File: src/pkg/sbha_map.vh
// sbha_map.vh: address map, field positions and counts of the host access
// block. assumes 16-bit host i/o addresses and an 8-bit host data bus.
`ifndef SBHA_MAP_VH
`define SBHA_MAP_VH

// host i/o ports
`define SBHA_SER_BASE      16'hfc30
`define SBHA_SER_LAST      16'hfc3f
`define SBHA_BOARD_SEL     16'hfc40
`define SBHA_CTRL_LATCH    16'hfc41

// control latch fields
`define SBHA_CTL_RUN       3
`define SBHA_CTL_DMA       2
`define SBHA_CTL_PAGE_HI   1
`define SBHA_CTL_PAGE_LO   0

// output bit positions
`define SBHA_OP_LCPU_IRQ   7
`define SBHA_OP_HOST_IRQ   6
`define SBHA_OP_LPAGE_HI   5
`define SBHA_OP_LPAGE_LO   4
`define SBHA_OP_DPAGE_HI   3
`define SBHA_OP_DPAGE_LO   2
`define SBHA_OP_RTS_B      1
`define SBHA_OP_RTS_A      0

// serial register index of the output bits and of the input bits (set/reset style kept simple)
`define SBHA_SER_OPR_IDX   4'hd
`define SBHA_SER_IP_IDX    4'hd

// reset values
`define SBHA_OPR_RESET     8'h00
`define SBHA_CTL_RESET     4'h0

// timing counts in 8 mhz clocks, burst limit in host accesses
`define SBHA_ACCESS_CYCLES 3'h3
`define SBHA_HOLD_SHORT    4'h4
`define SBHA_HOLD_LONG     4'h8
`define SBHA_BURST_LIMIT   4'h8

`endif

File: src/hdl/sbha_sync2.v
// sbha_sync2.v: two-flop synchroniser for a bus of levels.
// assumes the input is a level held longer than two clocks.
`timescale 1ns/1ps
module sbha_sync2 #(
	parameter         W    = 1,
	parameter [W-1:0] INIT = {W{1'b0}}
) (
	// clock and reset
	input  wire         clock,
	input  wire         rst_b,
	// levels
	input  wire [W-1:0] din,
	output wire [W-1:0] dout
);
	reg [W-1:0] stage1_r;
	reg [W-1:0] stage2_r;

	// first stage feeds only the second; reset to idle level, no false edge
	always @(posedge clock or negedge rst_b) begin
		if (!rst_b) begin
			stage1_r <= INIT;
			stage2_r <= INIT;
		end else begin
			stage1_r <= din;
			stage2_r <= stage1_r;
		end
	end
	assign dout = stage2_r;
endmodule // sbha_sync2

File: src/hdl/sbha_host_access.v
// sbha_host_access.v: host access, board select and page logic of a slave
// processor board. assumes host strobes and status arrive from the bus
// unsynchronised, local cpu grant and halt from another device.
`timescale 1ns/1ps
`include "sbha_map.vh"
module sbha_host_access (
	// clock and reset
	input  wire        clock,
	input  wire        rst_b,
	// straps
	input  wire [7:0]  windowSwitch,
	input  wire [3:0]  boardSwitch,
	input  wire        holdLong,
	input  wire        mem256k,
	// host bus
	input  wire [23:0] hostAddr,
	input  wire [7:0]  hostDataOut,
	output reg  [7:0]  hostDataIn,
	input  wire        statMemRead,
	input  wire        statWriteOut_b,
	input  wire        statOut,
	input  wire        statIn,
	input  wire        hostReadStrobe,
	input  wire        hostWrite_b,
	input  wire        holdAck,
	output wire        hostReady,
	output wire        hostIrq_b,
	// local cpu side
	output wire        localBusRequest_b,
	input  wire        localBusGrant_b,
	input  wire        localHalt_b,
	output wire        localCpuReset_b,
	output wire        localCpuIrq_b,
	input  wire        serialCtrlIrq_b,
	// internal bus strobes
	output reg         memRequest_b,
	output reg         ioRequest_b,
	output reg         intRead_b,
	output reg         intWrite_b,
	output reg  [3:0]  internalAddrLow,
	output wire        windowMatch_b,
	output wire [1:0]  dramPage,
	// serial register file link
	output wire        serialCtrlReset_b,
	input  wire [7:0]  serialRdData,
	// modem lines
	input  wire        clearToSendChanA,
	input  wire        clearToSendChanB,
	output wire        requestToSendChanA,
	output wire        requestToSendChanB,
	// register views
	output wire [7:0]  outputBitsReg,
	output wire [6:0]  inputBits
);
	localparam ST_IDLE  = 3'h0;
	localparam ST_REQ   = 3'h1;
	localparam ST_SYNC  = 3'h2;
	localparam ST_XFER  = 3'h3;
	localparam ST_DONE  = 3'h4;
	localparam ST_YIELD = 3'h5;

	// synchronised bus inputs
	wire [31:0] hostAddrS;
	wire [7:0]  hostDataS;
	wire [8:0]  ctlS;
	sbha_sync2 #(.W(32)) uSyncA (
		.clock (clock),
		.rst_b (rst_b),
		.din   ({hostAddr, hostDataOut}),
		.dout  ({hostAddrS[23:0], hostDataS})
	);
	assign hostAddrS[31:24] = 8'h00;
	// reset to the idle level of each line: write strobe, write status, grant and halt high, the rest low
	sbha_sync2 #(.W(9), .INIT(9'h08b)) uSyncC (
		.clock (clock),
		.rst_b (rst_b),
		.din   ({statMemRead, statWriteOut_b, statOut, statIn,
			hostReadStrobe, hostWrite_b, holdAck, localBusGrant_b,
			localHalt_b}),
		.dout  (ctlS)
	);
	wire sMemR   = ctlS[8];
	wire sWo_b   = ctlS[7];
	wire sOut    = ctlS[6];
	wire sInp    = ctlS[5];
	wire rdStb   = ctlS[4];
	wire wrStb_b = ctlS[3];
	wire hldAck  = ctlS[2];
	wire grant_b = ctlS[1];
	wire halt_b  = ctlS[0];

	// address compare helper, used for the board select and control latch decodes
	function portHit;
		input [15:0] a;
		input [15:0] p;
		begin
			portHit = (a == p);
		end
	endfunction

	// state
	reg        boardSel_r;
	reg [3:0]  ctl_r;
	reg [7:0]  opr_r;
	reg [1:0]  seenPage_r;
	reg        wrPrev_r;
	reg [2:0]  st_r;
	reg [2:0]  cnt_r;
	reg [3:0]  hold_r;
	reg [3:0]  burst_r;
	reg        isIo_r;
	reg        isWr_r;
	reg        doneWait_r;

	wire [15:0] ioA = hostAddrS[15:0];
	wire wrTrail = !wrPrev_r && wrStb_b; // write strobe rising, trailing edge
	wire ioWr = sOut;

	// board valid and window match
	wire dmaDesig = ctl_r[`SBHA_CTL_DMA];
	wire boardValid = hldAck ? dmaDesig : boardSel_r;
	wire winHit = boardValid &&
		(hostAddrS[23:16] == windowSwitch);
	assign windowMatch_b = !winHit;

	// requests that use the internal bus
	wire memReq = winHit && (sMemR || !sWo_b) && !sOut && !sInp &&
		(rdStb || !wrStb_b);
	wire serHit = (ioA >= `SBHA_SER_BASE) && (ioA <= `SBHA_SER_LAST);
	wire ioReq = boardValid && serHit && (sInp || sOut) &&
		(rdStb || !wrStb_b);
	wire anyReq = memReq || ioReq;

	// write-only ports, no internal bus
	always @(posedge clock or negedge rst_b) begin
		if (!rst_b) begin
			wrPrev_r   <= 1'b1;
			boardSel_r <= 1'b0;
			ctl_r      <= `SBHA_CTL_RESET;
		end else begin
			wrPrev_r <= wrStb_b;
			if (wrTrail && ioWr && portHit(ioA, `SBHA_BOARD_SEL))
				boardSel_r <= (hostDataS[3:0] == boardSwitch);
			if (wrTrail && ioWr && boardSel_r &&
				portHit(ioA, `SBHA_CTRL_LATCH))
				ctl_r <= hostDataS[3:0];
		end
	end

	// local cpu and serial reset follow latch bit 3
	assign localCpuReset_b   = ctl_r[`SBHA_CTL_RUN];
	assign serialCtrlReset_b = ctl_r[`SBHA_CTL_RUN];

	// access sequencer: wait, request, count, strobe, release
	wire holdLen = holdLong;
	always @(posedge clock or negedge rst_b) begin
		if (!rst_b) begin
			st_r       <= ST_IDLE;
			cnt_r      <= 3'h0;
			hold_r     <= 4'h0;
			burst_r    <= 4'h0;
			isIo_r     <= 1'b0;
			isWr_r     <= 1'b0;
			doneWait_r <= 1'b0;
		end else begin
			case (st_r)
			ST_IDLE: begin
				// hold-off counts clocks while the grant is still kept
				if (hold_r != 4'h0)
					hold_r <= hold_r - 4'h1;
				if (doneWait_r) begin
					if (!anyReq)
						doneWait_r <= 1'b0;
				end else if (anyReq) begin
					isIo_r <= ioReq;
					isWr_r <= !wrStb_b;
					if (burst_r == `SBHA_BURST_LIMIT)
						st_r <= ST_YIELD;
					else
						st_r <= ST_REQ;
				end
			end
			ST_REQ: begin
				if (!grant_b) begin
					cnt_r <= 3'h0;
					st_r  <= ST_SYNC;
				end
			end
			ST_SYNC: st_r <= ST_XFER; // delayed grant
			ST_XFER: begin
				if (cnt_r == `SBHA_ACCESS_CYCLES) begin
					st_r <= ST_DONE;
				end else begin
					cnt_r <= cnt_r + 3'h1;
				end
			end
			ST_DONE: begin
				doneWait_r <= 1'b1;
				burst_r    <= burst_r + 4'h1;
				hold_r     <= holdLen ? `SBHA_HOLD_LONG
					: `SBHA_HOLD_SHORT;
				st_r       <= ST_IDLE;
			end
			ST_YIELD: begin
				// drop request until the cpu takes its bus back
				hold_r <= 4'h0;
				if (grant_b) begin
					burst_r <= 4'h0;
					st_r    <= ST_REQ;
				end
			end
			default: st_r <= ST_IDLE;
			endcase
			if (st_r == ST_IDLE && hold_r == 4'h0 && !anyReq)
				burst_r <= 4'h0;
		end
	end

	assign localBusRequest_b = !((st_r == ST_REQ) || (st_r == ST_SYNC) ||
		(st_r == ST_XFER) || (st_r == ST_DONE) || (hold_r != 4'h0));
	assign hostReady = !(anyReq && !doneWait_r) || (st_r == ST_DONE);

	// internal strobes after delayed grant
	always @(posedge clock or negedge rst_b) begin
		if (!rst_b) begin
			memRequest_b    <= 1'b1;
			ioRequest_b     <= 1'b1;
			intRead_b       <= 1'b1;
			intWrite_b      <= 1'b1;
			internalAddrLow <= 4'h0;
		end else begin
			memRequest_b    <= !((st_r == ST_XFER) && !isIo_r);
			ioRequest_b     <= !((st_r == ST_XFER) && isIo_r);
			intRead_b       <= !((st_r == ST_XFER) && !isWr_r);
			intWrite_b      <= !((st_r == ST_XFER) && isWr_r);
			internalAddrLow <= ioA[3:0];
		end
	end

	// output bits, written through serial register index
	wire serWr = (st_r == ST_DONE) && isIo_r && isWr_r;
	always @(posedge clock or negedge rst_b) begin
		if (!rst_b) begin
			opr_r <= `SBHA_OPR_RESET;
		end else if (!ctl_r[`SBHA_CTL_RUN]) begin
			opr_r <= `SBHA_OPR_RESET;
		end else if (serWr && internalAddrLow == `SBHA_SER_OPR_IDX) begin
			opr_r <= hostDataS;
		end
	end
	assign outputBitsReg      = opr_r;
	assign hostIrq_b          = opr_r[`SBHA_OP_HOST_IRQ];
	assign requestToSendChanB = opr_r[`SBHA_OP_RTS_B];
	assign requestToSendChanA = opr_r[`SBHA_OP_RTS_A];
	assign localCpuIrq_b = opr_r[`SBHA_OP_LCPU_IRQ] &
		serialCtrlIrq_b;

	// page mux for the dram upper bits
	wire [1:0] localPage = opr_r[`SBHA_OP_LPAGE_HI:`SBHA_OP_LPAGE_LO];
	wire [1:0] dmaPage   = opr_r[`SBHA_OP_DPAGE_HI:`SBHA_OP_DPAGE_LO];
	wire [1:0] hostPage  = ctl_r[`SBHA_CTL_PAGE_HI:`SBHA_CTL_PAGE_LO];
	wire [1:0] pageSel = grant_b ? localPage :
		(hldAck ? dmaPage : hostPage);
	assign dramPage = mem256k ? pageSel : 2'h0;

	// page last seen by host or dma
	always @(posedge clock or negedge rst_b) begin
		if (!rst_b)
			seenPage_r <= 2'h0;
		else if (!grant_b)
			seenPage_r <= hldAck ? dmaPage : hostPage;
	end

	// modem inputs pass the synchroniser too
	wire [2:0] ctsS;
	sbha_sync2 #(.W(3)) uSyncM (
		.clock (clock),
		.rst_b (rst_b),
		.din   ({clearToSendChanB, clearToSendChanA, 1'b0}),
		.dout  (ctsS)
	);
	assign inputBits = {halt_b, seenPage_r, 2'h0, ctsS[2:1]};

	// read data returned to host
	always @(posedge clock or negedge rst_b) begin
		if (!rst_b)
			hostDataIn <= 8'h00;
		else if ((st_r == ST_XFER) && isIo_r && !isWr_r)
			hostDataIn <= (internalAddrLow == `SBHA_SER_IP_IDX) ?
				{1'b0, inputBits} : serialRdData;
	end

endmodule // sbha_host_access

File: config.mk
export PLATFORM = sky130hd
export DESIGN_NAME = sbha_host_access
export DESIGN_NICKNAME = d
export VERILOG_FILES = /design/src/hdl/sbha_sync2.v /design/src/hdl/sbha_host_access.v
export VERILOG_INCLUDE_DIRS = /design/src /design/src/pkg
export SDC_FILE = /design/constraint.sdc
export NUM_CORES = 1
export LEC_CHECK = 0
export ABC_AREA = 1
export BUFFER_PORTS_ARGS = -buffer_cell sky130_fd_sc_hd__buf_2
export CORE_ASPECT_RATIO = 0.6
export CORE_MARGIN = 8
export CORE_UTILIZATION = 54
export CTS_BUF_LIST = sky130_fd_sc_hd__clkbuf_8
export CTS_CLUSTER_DIAMETER = 80
export DETAILED_ROUTE_END_ITERATION = 16
export PLACE_DENSITY = 0.8
export SYNTH_ARGS = -nofsm -noshare
export SYNTH_HDL_FRONTEND = slang
export SYNTH_HIERARCHICAL = 1
export SYNTH_SLANG_ARGS = --single-unit
File: constraint.sdc
create_clock -name clock -period 1.64 [get_ports clock]
set_input_delay 0.328 -clock clock [delete_from_list [all_inputs] [get_ports clock]]
set_output_delay 0.328 -clock clock [all_outputs]
set_load 0.005 [all_outputs]
==> flow_metrics.py <==
metrics = {
    "global_route": {
        "antenna_found_initial": 1,
        "grt_pass1_vias": 3998,
        "grt_pass1_wl_mm": 19.8,
        "grt_overflow": 0,
        "grt.total_usage_pct": 21.8,
        "grt_max_degree": 49,
    },
    "power_and_ir_drop": {
        "clockPowerShare_pct": 34.5,
        "p_leak_uw": 0.00345,
        "vdd_drop_max_mv": 0.980,
        "netSwitchingPower_uw": 2580,
        "comb_power_share_pct": 23.4,
        "p_int_uw": 6510,
        "p_sw_share_pct": 28.3,
        "p_seq_share_pct": 42.1,
        "powerDensity_mw_per_mm2": 1280,
    },
    "clock_tree": {
        "cts.sinks": 135,
        "clkTransAtPathRegs_ps": 80,
        "clock_path_buffers": 2,
        "ctsHtreeMaxLevel": 4,
        "clock_latency_ps": 430,
        "cts_root_buf": "clkbuf_8",
        "cts_tree": "done",
        "cts_made_buffers": 17,
    },
    "setup_path": {
        "end_kind": "primary output",
        "arrival_ps": 1700,
        "cp_data_required_time_ps": 1310,
        "cp-start-kind": "flip-flop",
        "cp_max_fo": 2,
        "path_class": "flip-flop to primary output",
        "rr_worst_depth": 9,
    },
    "synthesis": {
        "syn_inst": 404,
        "yosys_warnings": 6,
        "netlist_area_mm2": 0.00474,
        "post_synth.cell_area_avg_um2": 11.7,
    },
    "timing": {
        "setup_viol": 9,
        "rsz0062_at_grt": "yes",
        "setup_slack_ps": -391,
        "maxSlewViolCount": 0,
        "min_period_ps": 2030,
        "max_freq_mhz": 492,
        "period_share_pct": 124,
        "clock_skew_ps": 9.00,
        "hold_viol_final": 0,
    },
    "outcome": {
        "status": "finished with violations",
        "violations": "negative setup slack",
    },
    "die": {
        "ioPinCount": 110,
        "die_x_um": 137,
        "die_h_um": 88.6,
        "initial_core_util_pct": 55.7,
        "die_area_mm2": 0.0121,
        "core_mm2": 0.00852,
        "rows": 26,
    },
    "layout": {
        "final_layout_size_suffix_gt1_share_pct": 42.9,
        "fin_util_pct": 83.4,
        "nets": 706,
        "area_delta_synth_final_pct": 49.9,
        "fin_cells": 756,
        "nFillCells": 427,
    },
    "routing": {
        "drtIter0Drc": 276,
        "routed_via_density": 5.12,
        "drc_errors": 0,
        "wirelength_mm": 13.2,
        "wire_per_inst_um": 17.5,
        "first_pass_iters": 5,
        "vias": 3868,
        "ant_nets": 0,
    },
    "placed_design": {
        "io_buffers": 107,
        "dp_hpwl_mm": 7.32,
        "post-place-cells": 639,
        "place_congestion": 0.800,
    },
    "flow_run": {
        "maxCapViolCount": 0,
    },
    "min_path": {
        "min-delay-path-class": "input pin to flip-flop",
        "min_delay_path_depth": 3,
    },
}
## routing by layer
metal  vias to the layer above  wire length [um]  track usage, %
li1                       1744                 -               -
met1                      1896              4970            23.4
met2                       184              6770            38.6
met3                        44              1090            9.24
met4                         0               393            6.57
met5                         -                 0               0
## cells in the final DEF (no fill, tap or decap), drive strengths merged
cell	instances
ha	6
o22ai	3
nor2	31
a21oi	11
nor3	4
o31ai	2
clkinv	3
nor3b	1
nor4	2
mux2i	1
or2	1
dfstp	13
nand3b	1
a31oi	7
nand3	26
dfrtp	122
xnor2	11
diode	1
o211ai	1
inv	47
nand2	81
conb	2
dlygate4sd3	44
o21ai	24
bufinv	5
buf	172
clkbuf	19
nand4	3
## layout make-up
type | count | area (um2) | area share, %
antenna | 1 | 2.50 | 0.0352
clock buffer | 19 | 262 | 3.68
clock inverter | 11 | 195 | 2.75
inverter | 44 | 170 | 2.39
multi-input combinational | 218 | 1370 | 19.3
sequential | 135 | 3400 | 47.8
tap | 112 | 140 | 1.97
timing repair buffer | 216 | 1570 | 22.1
## sequential cells by signal (all words and copies together), names as in the netlist, 3 cells and up
signal	cells
internalAddrLow	4
uSyncA/dout	32
hostDataIn	8
burst_r	4
uSyncA/stage1_r	32
hold_r	4
outputBitsReg	8
ctl_r	4
uSyncC/dout	9
cnt_r	3
uSyncC/stage1_r	9
st_r	3
## critical path, cell delays in order (launching register included)
cell and delay (ps):
dfrtp_1 380, nor2_1 110, nand3_1 130, nor2_1 200, nand3_2 140, nand2_2 120, nand3_2 80, buf_6 120
## through the flow
step	instance area (um2)	TNS [ps]	total power, uW	hold slack [ps]	setup slack (ps)
floorplan	4750	0	4570	32.4	127
global placement	5570	-7.89	5020	284	-7.89
detailed placement	5570	-23.0	5090	293	-23.0
CTS	6800	-1410	8640	94.9	-355
global route	7110	-3010	9540	103	-514
finish	7110	-1550	9090	114	-391
## final timing paths
kind                                              start                             to  slack [ps]
max reg2reg                    uSyncC/dout[3]$_DFF_PN1_         burst_r[0]$_DFFE_PN0P_         -20
min reg2reg                uSyncC/stage1_r[5]$_DFF_PN0_       uSyncC/dout[5]$_DFF_PN0_         350
min in group asynchronous                         rst_b  uSyncA/stage1_r[25]$_DFF_PN0_         400
min                                     serialRdData[2]      hostDataIn[2]$_DFFE_PN0P_         110
max in group asynchronous                         rst_b  uSyncA/stage1_r[23]$_DFF_PN0_         630
max                           uSyncA/dout[15]$_DFF_PN0_                      hostReady        -390
## power groups by stage
stage / Clock, uW / Combinational [uW] / Sequential, uW
floorplan: 0 / 763 / 3810
global placement: 0 / 1190 / 3830
detailed placement: 0 / 1240 / 3850
CTS: 3170 / 1670 / 3800
global route: 3330 / 2360 / 3850
finish: 3140 / 2130 / 3830
## what timing repair did
| action | 4_1_cts | 5_1_grt |
|---|---|---|
| endpoints found under the hold margin | 77 | 0 |
| pin swaps | 16 | 28 |
| resized for setup | 44 | 57 |
| hold buffers | 44 | 0 |
| endpoints found under the setup margin | 8 | 37 |
| buffers inserted | 25 | 25 |
No activity file was read; power rests on OpenSTA's default activity.
